## config.mk

```make
export PLATFORM = sky130hd
export DESIGN_NAME = ausu_top
export DESIGN_NICKNAME = d
export VERILOG_FILES = /design/src/ausu_pkg.sv /design/src/ausu_top.sv
export VERILOG_INCLUDE_DIRS = /design/src
export SDC_FILE = /design/constraint.sdc
export NUM_CORES = 1
export LEC_CHECK = 0
export BUFFER_PORTS_ARGS = -buffer_cell sky130_fd_sc_hd__buf_2
export CAP_MARGIN = 20
export CORE_MARGIN = 2
export CORE_UTILIZATION = 50
export CTS_CLUSTER_SIZE = 14
export DETAILED_ROUTE_END_ITERATION = 6
export GPL_TIMING_DRIVEN = 0
export PLACE_DENSITY = 0.79
export SLEW_MARGIN = 20
export SYNTH_ARGS = -nofsm -noshare
export SYNTH_HDL_FRONTEND = slang
export SYNTH_SLANG_ARGS = --single-unit
```

## constraint.sdc

```tcl
create_clock -name clk -period 7.1 [get_ports clk]
set_clock_uncertainty 0.15 [all_clocks]
set_input_delay 1.065 -clock clk [delete_from_list [all_inputs] [get_ports clk]]
set_output_delay 1.065 -clock clk [all_outputs]
set_load 0.02 [all_outputs]
```

## src/ausu_regs.svh

```systemverilog
`ifndef AUSU_REGS_SVH
`define AUSU_REGS_SVH
// byte addresses on the apb bus
`define AUSU_OFF_MAP0 12'h000
`define AUSU_OFF_MAP1 12'h004
`define AUSU_OFF_MAP2 12'h008
`define AUSU_OFF_SSC 12'h00C
`define AUSU_OFF_DHI 12'h010
`define AUSU_OFF_DLO 12'h014
`define AUSU_OFF_IRCFG 12'h018
// secondary status/control fields
`define AUSU_SSC_MAP_BIT 7
`define AUSU_SSC_TXINV_BIT 4
`define AUSU_SSC_RXINV_BIT 3
`define AUSU_SSC_LBRK_BIT 2
`define AUSU_SSC_DIR_BIT 1
`define AUSU_SSC_RAF_BIT 0
`define AUSU_SSC_WMASK 8'h9E
// data high fields
`define AUSU_DHI_RX9_BIT 7
`define AUSU_DHI_TX9_BIT 6
// primary control one fields
`define AUSU_CR1_LOOP_BIT 7
`define AUSU_CR1_SWIRE_BIT 5
`define AUSU_CR1_NINE_BIT 4
// infrared config fields
`define AUSU_IR_EN_BIT 2
// reset values
`define AUSU_SSC_RST 8'h00
`define AUSU_BAUD_RST 13'h0004
`define AUSU_CR1_RST 8'h00
// frame and break lengths in bit times, and x16 slots per bit
`define AUSU_IDLE8 4'hA
`define AUSU_IDLE9 4'hB
`define AUSU_BRK_SHORT 4'hA
`define AUSU_BRK_LONG 4'hD
`define AUSU_SLOTS 5'h10
`endif

```

## src/ausu_pkg.sv

```systemverilog
package ausu_pkg;
    typedef enum logic [1:0] {
        TX_IDLE = 2'b00,
        TX_SHIFT = 2'b01,
        TX_BREAK = 2'b10
    } ausu_tx_state_type;

    typedef enum logic [1:0] {
        RX_SEARCH = 2'b00,
        RX_SHIFT = 2'b01,
        RX_DONE = 2'b10
    } ausu_rx_state_type;

    typedef enum logic [1:0] {
        IR_W3_16 = 2'b00,
        IR_W1_16 = 2'b01,
        IR_W1_32 = 2'b10,
        IR_W1_4 = 2'b11
    } ausu_ir_width_type;

    typedef struct packed {
        logic [7:0] ssc;
        logic [12:0] baud;
        logic [7:0] cr1;
        logic [7:0] acr1;
        logic [7:0] acr2;
        logic [2:0] ircfg;
        logic tx9;
        logic [7:0] txbuf;
        logic txfull;
        logic brk_req;
        logic [8:0] rxbuf;
        logic [12:0] bcnt;
        logic x16;
        logic x32;
        logic ph32;
        ausu_tx_state_type tst;
        logic [10:0] tsh;
        logic [3:0] tbits;
        logic [4:0] tslot;
        logic tbit;
        logic ir_en_l;
        ausu_ir_width_type ir_w_l;
        ausu_rx_state_type rst_;
        logic [3:0] rslot;
        logic [3:0] rbits;
        logic [9:0] rsh;
        logic [3:0] ones;
        logic rx_stretch;
        logic [4:0] rx_hold;
        logic txd_o;
        logic txd_oe;
        logic [31:0] prdata;
        logic pready;
        logic pslverr;
    } ausu_state_type;
endpackage

```

## src/ausu_top.sv

```systemverilog
`timescale 1ns/10ps
`include "ausu_regs.svh"
module ausu_top #(
    parameter int BAUD_W = 13
) (
    // clock and reset
    input wire logic clk,
    input wire logic rstn,
    // apb slave
    input wire logic psel,
    input wire logic penable,
    input wire logic pwrite,
    input wire logic [11:0] paddr,
    input wire logic [31:0] pwdata,
    output logic [31:0] prdata,
    output logic pready,
    output logic pslverr,
    // line side
    input wire logic rxd_i,
    input wire logic txd_i,
    output logic txd_o,
    output logic txd_oe
);
    ausu_pkg::ausu_state_type q_ff;
    ausu_pkg::ausu_state_type nxt_q;

    // address decode, used for both reads and writes
    function automatic logic hit(input logic [11:0] a, input logic [11:0] off);
        hit = (a == off);
    endfunction

    // any aligned offset up to the infrared config word
    function automatic logic mapped(input logic [11:0] a);
        mapped = (a[1:0] == 2'h0) && (a <= `AUSU_OFF_IRCFG);
    endfunction

    // pulse length in x32 ticks for each width; the start slot is derived from it
    function automatic logic [4:0] ir_len(input ausu_pkg::ausu_ir_width_type w);
        case (w)
            ausu_pkg::IR_W3_16: ir_len = 5'h06;
            ausu_pkg::IR_W1_16: ir_len = 5'h02;
            ausu_pkg::IR_W1_32: ir_len = 5'h01;
            ausu_pkg::IR_W1_4: ir_len = 5'h08;
            default: ir_len = 5'h06;
        endcase
    endfunction

    logic acc;
    logic wr;
    logic rd;
    logic alternate_map_select;
    logic rx_raw;
    logic rx_bit;
    logic nine;
    logic tx_line;
    logic [4:0] plen;
    logic [4:0] pstart;
    logic [9:0] rcv;
    assign acc = psel && penable;
    assign wr = acc && pwrite;
    assign rd = acc && !pwrite;
    assign alternate_map_select = q_ff.ssc[`AUSU_SSC_MAP_BIT];
    assign nine = q_ff.cr1[`AUSU_CR1_NINE_BIT];
    assign rx_raw = (q_ff.cr1[`AUSU_CR1_SWIRE_BIT] ? txd_i : rxd_i) ^ q_ff.ssc[`AUSU_SSC_RXINV_BIT];
    assign rx_bit = q_ff.ircfg[`AUSU_IR_EN_BIT] ? !q_ff.rx_stretch : rx_raw;
    assign plen = ir_len(q_ff.ir_w_l);
    assign pstart = 5'h10 - {1'b0, plen[4:1]};
    assign rcv = {rx_bit, q_ff.rsh[9:1]};

    always_comb
    begin
        nxt_q = q_ff;
        nxt_q.pready = 1'b0;
        nxt_q.pslverr = 1'b0;
        nxt_q.prdata = 32'h00000000;
        // shared baud generator: x32 tick, x16 every other
        nxt_q.x32 = 1'b0;
        nxt_q.x16 = 1'b0;
        if (q_ff.baud != 13'h0000)
        begin
            if (q_ff.bcnt >= {1'b0, q_ff.baud[12:1]} || q_ff.baud[12:1] == 12'h000)
            begin
                nxt_q.bcnt = 13'h0001;
                nxt_q.x32 = 1'b1;
                nxt_q.ph32 = !q_ff.ph32;
                nxt_q.x16 = q_ff.ph32;
            end
            else
            begin
                nxt_q.bcnt = q_ff.bcnt + 13'h0001;
            end
        end
        // apb answer after one wait state; a write lands at the pready edge
        if (acc && !q_ff.pready)
        begin
            nxt_q.pready = 1'b1;
            if (wr)
                nxt_q.pslverr = !mapped(paddr);
            else
            begin
                if (hit(paddr, `AUSU_OFF_MAP0))
                    nxt_q.prdata = alternate_map_select ? 32'h00000000 : {27'h0, q_ff.baud[12:8]};
                else if (hit(paddr, `AUSU_OFF_MAP1))
                    nxt_q.prdata = {24'h0, alternate_map_select ? q_ff.acr1 : q_ff.baud[7:0]};
                else if (hit(paddr, `AUSU_OFF_MAP2))
                    nxt_q.prdata = {24'h0, alternate_map_select ? q_ff.acr2 : q_ff.cr1};
                else if (hit(paddr, `AUSU_OFF_SSC))
                    nxt_q.prdata = {24'h0, q_ff.ssc};
                else if (hit(paddr, `AUSU_OFF_DHI))
                    nxt_q.prdata = {24'h0, q_ff.rxbuf[8], q_ff.tx9, 6'h00};
                else if (hit(paddr, `AUSU_OFF_DLO))
                    nxt_q.prdata = {24'h0, q_ff.rxbuf[7:0]};
                else if (hit(paddr, `AUSU_OFF_IRCFG))
                    nxt_q.prdata = {28'h0, q_ff.brk_req, q_ff.ircfg};
                else
                    nxt_q.pslverr = 1'b1;
            end
        end
        // write effect in the cycle pready stands
        if (wr && q_ff.pready)
        begin
            if (hit(paddr, `AUSU_OFF_MAP0))
            begin
                if (!alternate_map_select)
                    nxt_q.baud[12:8] = pwdata[4:0];
            end
            else if (hit(paddr, `AUSU_OFF_MAP1))
            begin
                if (alternate_map_select)
                    nxt_q.acr1 = pwdata[7:0];
                else
                    nxt_q.baud[7:0] = pwdata[7:0];
            end
            else if (hit(paddr, `AUSU_OFF_MAP2))
            begin
                if (alternate_map_select)
                    nxt_q.acr2 = pwdata[7:0];
                else
                    nxt_q.cr1 = pwdata[7:0];
            end
            else if (hit(paddr, `AUSU_OFF_SSC))
                nxt_q.ssc = (pwdata[7:0] & `AUSU_SSC_WMASK) | (q_ff.ssc & ~`AUSU_SSC_WMASK);
            else if (hit(paddr, `AUSU_OFF_DHI))
                nxt_q.tx9 = pwdata[`AUSU_DHI_TX9_BIT];
            else if (hit(paddr, `AUSU_OFF_DLO))
            begin
                nxt_q.txbuf = pwdata[7:0];
                nxt_q.txfull = 1'b1;
            end
            else if (hit(paddr, `AUSU_OFF_IRCFG))
            begin
                nxt_q.ircfg = pwdata[2:0];
                nxt_q.brk_req = pwdata[3];
            end
        end
        // transmitter on x32 slots (32 per bit), infrared edges on x32
        if (q_ff.x32)
        begin
            nxt_q.tslot = q_ff.tslot + 5'h01;
            if (q_ff.tslot == 5'h1F)
            begin
                nxt_q.tslot = 5'h00;
                nxt_q.ir_en_l = q_ff.ircfg[`AUSU_IR_EN_BIT];
                nxt_q.ir_w_l = ausu_pkg::ausu_ir_width_type'(q_ff.ircfg[1:0]);
                case (q_ff.tst)
                    ausu_pkg::TX_IDLE:
                    begin
                        nxt_q.tbit = 1'b1;
                        if (q_ff.brk_req)
                        begin
                            nxt_q.tst = ausu_pkg::TX_BREAK;
                            nxt_q.tbits = q_ff.ssc[`AUSU_SSC_LBRK_BIT] ? `AUSU_BRK_LONG : `AUSU_BRK_SHORT;
                            nxt_q.brk_req = 1'b0;
                            nxt_q.tbit = 1'b0;
                        end
                        else if (q_ff.txfull)
                        begin
                            nxt_q.tst = ausu_pkg::TX_SHIFT;
                            nxt_q.tsh = {1'b1, q_ff.tx9, q_ff.txbuf, 1'b0};
                            nxt_q.tbits = nine ? `AUSU_IDLE9 : `AUSU_IDLE8;
                            nxt_q.txfull = 1'b0;
                            nxt_q.tbit = 1'b0;
                        end
                    end
                    ausu_pkg::TX_SHIFT:
                    begin
                        nxt_q.tsh = {1'b1, q_ff.tsh[10:1]};
                        nxt_q.tbits = q_ff.tbits - 4'h1;
                        nxt_q.tbit = nine ? q_ff.tsh[1] : (q_ff.tbits == 4'h2 ? 1'b1 : q_ff.tsh[1]);
                        if (q_ff.tbits == 4'h1)
                        begin
                            nxt_q.tst = ausu_pkg::TX_IDLE;
                            nxt_q.tbit = 1'b1;
                        end
                    end
                    ausu_pkg::TX_BREAK:
                    begin
                        nxt_q.tbits = q_ff.tbits - 4'h1;
                        if (q_ff.tbits == 4'h1)
                        begin
                            nxt_q.tst = ausu_pkg::TX_IDLE;
                            nxt_q.tbit = 1'b1;
                        end
                    end
                    default: nxt_q.tst = ausu_pkg::TX_IDLE;
                endcase
            end
        end
        // line encode: nrz or centred infrared pulse
        if (q_ff.ir_en_l)
            tx_line = !(!q_ff.tbit && q_ff.tslot >= pstart && q_ff.tslot < pstart + plen);
        else
            tx_line = q_ff.tbit;
        if (q_ff.ir_en_l)
            nxt_q.txd_o = !tx_line ^ q_ff.ssc[`AUSU_SSC_TXINV_BIT];
        else
            nxt_q.txd_o = tx_line ^ q_ff.ssc[`AUSU_SSC_TXINV_BIT];
        nxt_q.txd_oe = !q_ff.cr1[`AUSU_CR1_SWIRE_BIT] || q_ff.ssc[`AUSU_SSC_DIR_BIT];
        // infrared decoder stretches a pulse to one bit on x16
        if (q_ff.x16)
        begin
            if (rx_raw)
            begin
                nxt_q.rx_stretch = 1'b1;
                nxt_q.rx_hold = `AUSU_SLOTS;
            end
            else if (q_ff.rx_hold != 5'h00)
                nxt_q.rx_hold = q_ff.rx_hold - 5'h01;
            else
                nxt_q.rx_stretch = 1'b0;
            // receiver, independent of transmitter
            // ones counted per bit time, any zero restarts the count
            if (!rx_bit)
                nxt_q.ones = 4'h0;
            else if (q_ff.rslot == 4'hF && q_ff.ones != 4'hF)
                nxt_q.ones = q_ff.ones + 4'h1;
            if (rx_bit && q_ff.ones + 4'h1 == (nine ? `AUSU_IDLE9 : `AUSU_IDLE8) && q_ff.rslot == 4'hF)
                nxt_q.ssc[`AUSU_SSC_RAF_BIT] = 1'b0;
            nxt_q.rslot = q_ff.rslot + 4'h1;
            case (q_ff.rst_)
                ausu_pkg::RX_SEARCH:
                begin
                    if (!rx_bit)
                    begin
                        nxt_q.ssc[`AUSU_SSC_RAF_BIT] = 1'b1;
                        nxt_q.rst_ = ausu_pkg::RX_SHIFT;
                        nxt_q.rslot = 4'h1;
                        nxt_q.rbits = nine ? 4'hA : 4'h9;
                    end
                end
                ausu_pkg::RX_SHIFT:
                begin
                    if (q_ff.rslot == 4'h8)
                    begin
                        nxt_q.rsh = rcv;
                        nxt_q.rbits = q_ff.rbits - 4'h1;
                        if (q_ff.rbits == 4'h0)
                            nxt_q.rst_ = ausu_pkg::RX_DONE;
                    end
                end
                ausu_pkg::RX_DONE:
                begin
                    nxt_q.rxbuf = nine ? q_ff.rsh[8:0] : {q_ff.rxbuf[8], q_ff.rsh[8:1]};
                    nxt_q.rst_ = ausu_pkg::RX_SEARCH;
                end
                default: nxt_q.rst_ = ausu_pkg::RX_SEARCH;
            endcase
        end
        if (!rstn)
        begin
            nxt_q = '0;
            nxt_q.ssc = `AUSU_SSC_RST;
            nxt_q.baud = `AUSU_BAUD_RST;
            nxt_q.cr1 = `AUSU_CR1_RST;
            nxt_q.tbit = 1'b1;
            nxt_q.txd_o = 1'b1;
            nxt_q.txd_oe = 1'b1;
            nxt_q.ones = 4'h0;
        end
    end

    always_ff @(posedge clk)
    begin
        q_ff <= nxt_q;
    end

    assign prdata = q_ff.prdata;
    assign pready = q_ff.pready;
    assign pslverr = q_ff.pslverr;
    assign txd_o = q_ff.txd_o;
    assign txd_oe = q_ff.txd_oe;
endmodule

```

==> results of run 1 <==
-- cell usage in the layout (no fill, tap or decap), types with 33 or more instances in the layout --
cell type / synthesis / routed
a21oi_1: 50 / 50
buf_2: 6 / 40
buf_4: 33 / 33
clkbuf_1: 35 / 36
dfxtp_1: 149 / 149
ha_1: 33 / 33
inv_1: 36 / 36
mux2i_1: 68 / 68
nand2_1: 110 / 110
nor2_1: 97 / 97
-- stage by stage --
step / hold WS [ns] / worst slack (ns) / cell area (sq um) / utilization (%)
6_report: 0.304 / 4.15 / 8750 / 58.0
3_5_place_dp: 0.294 / 3.84 / 8150 / 54.0
5_1_grt: 0.316 / 3.86 / 8750 / 58.0
2_1_floorplan: 0.271 / 4.27 / 7740 / -
4_1_cts: 0.302 / 4.18 / 8750 / 58.0
3_3_place_gp: 0.287 / 3.89 / 8150 / 54.0
-- state kept, by name, indices dropped and copies added, names as in the netlist --
signal	cells
pready	1
pslverr	1
alternate_map_select	1
q_ff	135
nine	1
txd_oe	1
prdata	8
txd_o	1
-- routing by layer --
layer  wire length, um  vias to the layer above  GRT usage [%]
li1                  -                     3274              -
met5                 0                        -              0
met1              8260                     3126           30.2
met2              9130                      265           39.5
met3              1240                       52           4.47
met4               635                        0           11.8
-- power by group --
part,internal (uW),switching (uW)
sequential,846,11.0
clock,585,342
combinational,43.1,88.9
-- cell families (layout without fill, tap and decap cells) --
group	count (synthesis)	in the layout	synth area share (%)
AO/OA/AOI/OAI	174	174	14.9
XOR/XNOR	20	20	2.29
adder cells (fa/ha/maj)	33	33	5.39
buffers and inverters	118	181	7.52
flip-flops	149	149	39.0
multiplexers	71	71	9.33
other	1	24	0.0490
AND/OR/NAND/NOR	332	332	21.6
-- worst paths after layout --
path	from	to	slack (ns)	cells past startpoint
setup / recovery	q_ff[70]$_SDFFE_PN0P_	q_ff[83]$_SDFFE_PN0P_	4.15	8
hold / removal	q_ff[146]$_SDFFE_PN0P_	q_ff[146]$_SDFFE_PN0P_	0.30	2
setup reg to reg	q_ff[70]$_SDFFE_PN0P_	q_ff[83]$_SDFFE_PN0P_	4.15	8
hold reg to reg	q_ff[146]$_SDFFE_PN0P_	q_ff[146]$_SDFFE_PN0P_	0.30	2
-- cell type report --
type	instances	share of cell area, %
Tap cell	188	2.69
Clock inverter	7	1.40
Multi-Input combinational cell	654	47.8
Timing Repair Buffer	34	1.94
Clock buffer	22	5.53
Inverter	37	1.59
Buffer	81	4.99
Sequential cell	149	34.1
-- worst reg2reg max path, stage by stage, from the launching register on --
cell and delay (ns):
dfxtp_1 0.41, ha_1 0.20, and3_1 0.16, ha_1 0.13
clkbuf_1 0.28, nand2_1 0.30, nor2_1 0.57, clkbuf_1 0.45
a211oi_1 0.15
==> run_results.csv, run 1 <==
group,metric,value,unit
cts,cts_resized,0,
yosys,synth_cells,898,
drt,vias_per_cell,5.73,
critical_path,cpLargestDelayFamily,"simple AND/OR/NAND/NOR gates",
final_layout,multi_input_area,0.00418,sq mm
cts,cts-root-buf,"clkbuf_16",
final_layout,nNetsFinal,1058,
yosys,synth_top_area_share,39.0,%
yosys,synth_common_cells,"dfxtp_1 (149), nand2_1 (110), nor2_1 (97)",
global_routing,antenna_found_initial,0,
worst_hold_path,hold_path_class,"reg2reg",
flow_run,drv_cap,0,
yosys,netlist_top_cells_area,"dfxtp_1 (39%), mux2i_1 (8.9%), ha_1 (5.4%)",
drt,routed_wl,19300,um
placement,post-place-cells,1143,
die,io-pin-count,87,
yosys,ys_seq_area_share,39.0,%
critical_path,cp.required,7.22,ns
critical_path,slowest_delay,0.57,ns
yosys,synth_ff_type,"dfxtp_1",
pwr,powerDensity,219,mW/mm^2
final_layout,final_cells,1172,
placement,gp_congestion,0.927,
timing,setup_viol,0,
pwr,power,1920,uW
yosys,synth-async-reset-ratio,0,%
die,die_h,128,um
critical_path,cp-end-kind,"flop",
timing,fmax,339,MHz
timing,rsz0062_at_grt,"no",
critical_path,path_cells,"ha_1, and3_1, ha_1, clkbuf_1, nand2_1, nor2_1, clkbuf_1, a211oi_1",
final_layout,antenna_cells,0,
pwr,ir_worst_vdd,181,uV
outcome,status,"complete, no violations",
yosys,syn_avg_cell_area,8.52,sq um
yosys,synth-edff-count,0,
placement,port_buffers,34,
final_layout,seq_area,0.00298,sq mm
global_routing,grt_pass1_wl,30900,um
die,start_util,50.7,%
drt,num_vias,6717,
cts,cts_setup_buffers,0,
critical_path,cp_slowest_cell,"nor2_1",
drt,drc,0,
cts,cts_hold_buf,0,
global_routing,gr-total-overflow,0,
critical_path,arrival,3.07,ns
final_layout,area_growth_syn_to_layout,14.4,%
critical_path,cp_num_buf_inv,2,
cts,clkTransAtPathRegs,0.06,ns
drt,ant_nets,0,
timing,fin_crit_sh,41.6,%
drt,firstDrtPassIters,6,
yosys,yosysWarnings,0,
critical_path,path_max_fanout,10,
global_routing,track_usage,23.9,%
final_layout,nFillCells,1325,
critical_path,start_kind,"flop",
drt,avgRoutedWirePerCell,16.4,um
cts,cts_tree,"done",
cts,cts.sinks,149,
cts,clockBufferDepth,2,
cts,cts_made_buffers,17,
yosys,synth_seq_cells,149,
global_routing,grt_max_degree,17,
yosys,yosysTopAreaCell,"dfxtp_1",
yosys,synth_cell_types,71,
die,fp.dieW,128,um
timing,fin_tns_setup,0,ns
global_routing,grt_pass1_vias,6179,
drt,drtIter0Drc,456,
cts,clock_latency,0.42,ns
timing,drv_slew,0,
die,core,0.0151,sq mm
cts,cts_max_level,4,
timing,period_needed,2.95,ns
yosys,syn-cell-area,0.00765,sq mm
critical_path,critPathKind,"reg2reg",
yosys,synth.most_common_cell,"dfxtp_1",
pwr,p_leak,0.00356,uW
final_layout,drive_gt1_share,12.2,%
die,rows,45,
die,dieArea,0.0163,sq mm
timing,hold_viol_final,0,
placement,dpl.hpwl,13700,um
timing,worst_slew_pin_slew,0.855,ns
timing,slew_headroom,42.3,%
Note: power is estimated with default switching activity, not from simulation.
==> inputs of run 2 (changes only) <==
==> constraint.sdc (replaced) <==
create_clock -name clk -period 2.8 [get_ports clk]
set_clock_uncertainty 0.15 [all_clocks]
set_input_delay 0.42 -clock clk [delete_from_list [all_inputs] [get_ports clk]]
set_output_delay 0.42 -clock clk [all_outputs]
set_load 0.02 [all_outputs]
==> run 2 against run 1 <==
Utilization up 0.12 points. Via count about the same. Power rose to 2.5 times the previous value.
==> run_results.csv, run 2 (same netlist as run 1, synthesis figures left out) <==
group,metric,value,unit
final_layout,final_cell_mix,"dfxtp_1 (149), nand2_1 (109), nor2_1 (96), mux2i_1 (68), a21oi_1 (50)",
timing,setup_viol,0,
final_layout,top_register,"q_ff",
timing,fin_tns_setup,0,ns
cts,cts_hold_buf,0,
drt,drtIter0Drc,535,
worst_hold_path,whs_path_depth,3,
final_layout,antenna_cells,0,
pwr,ir_worst_vdd,459,uV
timing,fmax,383,MHz
die,rows,45,
final_layout,final_core_util,58.1,%
global_routing,grt_pass1_wl,30900,um
cts,cts_resized,2,
pwr,sw_frac_of_total,23.0,%
die,io-pin-count,87,
timing,rsz0062_at_grt,"no",
die,dieArea,0.0163,sq mm
pwr,p_leak,0.00356,uW
global_routing,grt_max_degree,17,
worst_hold_path,hold_path_class,"in2reg",
placement,placed_cell_area,0.00815,sq mm
pwr,pwr-share-seq,44.8,%
placement,gp_congestion,0.927,
die,fp.dieW,128,um
critical_path,cp-end-kind,"flop",
global_routing,grt_pass1_vias,6159,
drt,firstDrtPassIters,5,
cts,cts_max_level,4,
placement,dpl.hpwl,13700,um
critical_path,r2r-start,"alternate_map_select$_SDFFE_PN0P_",
timing,hold_viol_final,0,
cts,clkTransAtPathRegs,0.06,ns
final_layout,largest_reg_flops,135,
pwr,powerDensity,554,mW/mm^2
pwr,pwr-share-comb,6.9,%
die,core,0.0151,sq mm
cts,cts-root-buf,"clkbuf_16",
critical_path,r2r_slack,0.19,ns
global_routing,track_usage,23.9,%
flow_run,drv_cap,0,
critical_path,cp.required,2.93,ns
outcome,status,"complete, no violations",
timing,slew_headroom,40.1,%
drt,ant_nets,0,
worst_hold_path,hold_start,"psel",
final_layout,final_common_cell,"dfxtp_1",
timing,worst_slew_pin_slew,0.887,ns
final_layout,design_area,0.00877,sq mm
timing,period_needed,2.61,ns
timing,hold_ws,0.168,ns
timing,fin_crit_sh,93.3,%
drt,num_vias,6715,
critical_path,critPathKind,"reg2reg",
cts,clock_latency,0.42,ns
pwr,p_switching,1120,uW
pwr,pwr-share-clk,48.3,%
drt,vias_per_cell,5.73,
pwr,power,4860,uW
final_layout,area_growth_syn_to_layout,14.6,%
drt,routed_wl,19300,um
worst_hold_path,worst_hold_path.endpoint,"pready$_SDFF_PN0_",
cts,cts_made_buffers,17,
cts,cts.sinks,149,
final_layout,nNetsFinal,1058,
critical_path,arrival,2.74,ns
die,start_util,50.7,%
final_layout,drive_gt1_share,12.6,%
cts,cts_tree,"done",
timing,drv_slew,0,
critical_path,start_kind,"flop",
cts,clockBufferDepth,2,
drt,avgRoutedWirePerCell,16.5,um
critical_path,path_max_fanout,10,
cts,cts_setup_buffers,0,
global_routing,antenna_found_initial,0,
die,die_h,128,um
critical_path,reg2reg_to,"prdata[0]$_SDFF_PP0_",
placement,port_buffers,34,
drt,drc,0,
critical_path,ff2ff_path_depth,6,
pwr,p_int,3740,uW
global_routing,gr-total-overflow,0,
-- run 2: metrics by stage --
step / setup slack, ns / std cells
final: 0.188 / 1172
after global routing: 0.00593 / 1172
after CTS: 0.0278 / 1172
after detailed placement: -0.101 / 1143
after global placement: -0.0769 / 1143
after floorplan: 0.393 / 921
-- run 2: layer usage --
layer,routed length [um],vias up,global-route usage [%]
met5,0,-,0
met4,589,0,11.6
met3,1390,43,4.47
met2,9130,262,39.6
met1,8230,3139,30.2
li1,-,3271,-
-- run 2: cell type report --
cell class | instances | area (sq um)
clock buffers | 22 | 484
multi-input cells | 654 | 4200
inverters | 37 | 139
clock inverters | 7 | 123
fillers | 1320 | 6320
repair buffers | 34 | 170
flip-flops and latches | 149 | 2980
plain buffers | 81 | 438
well taps | 188 | 235
-- run 2: power groups by stage --
stage                     combinational (uW)  clock (uW)  sequential, uW
after global placement                   321           0            2220
final                                    335        2350            2170
after CTS                                329        2360            2170
after floorplan                          229           0            2210
after detailed placement                 328           0            2220
after global routing                     362        2450            2180
-- run 2: worst max-delay path by stage --
stage                                      start                    end  slack, ns  cells after the start
2_1_floorplan              q_ff[71]$_SDFFE_PN0P_  q_ff[77]$_SDFFE_PN0P_       0.39                      9
3_3_place_gp               q_ff[71]$_SDFFE_PN0P_  q_ff[84]$_SDFFE_PN0P_      -0.08                      8
3_5_place_dp               q_ff[71]$_SDFFE_PN0P_  q_ff[84]$_SDFFE_PN0P_      -0.10                      8
4_1_cts                    q_ff[71]$_SDFFE_PN0P_  q_ff[87]$_SDFFE_PN0P_       0.03                      8
5_1_grt                    q_ff[70]$_SDFFE_PN0P_  q_ff[89]$_SDFFE_PN0P_      0.006                      9
6_report       alternate_map_select$_SDFFE_PN0P_   prdata[0]$_SDFF_PP0_       0.19                      6
-- run 2: critical path: stages (launching register included) --
cell and delay (ns):
dfxtp_1 0.30, clkbuf_1 0.49, clkbuf_1 0.47, buf_2 0.31
o21ai_0 0.13, a222oi_1 0.48, o21ai_0 0.15
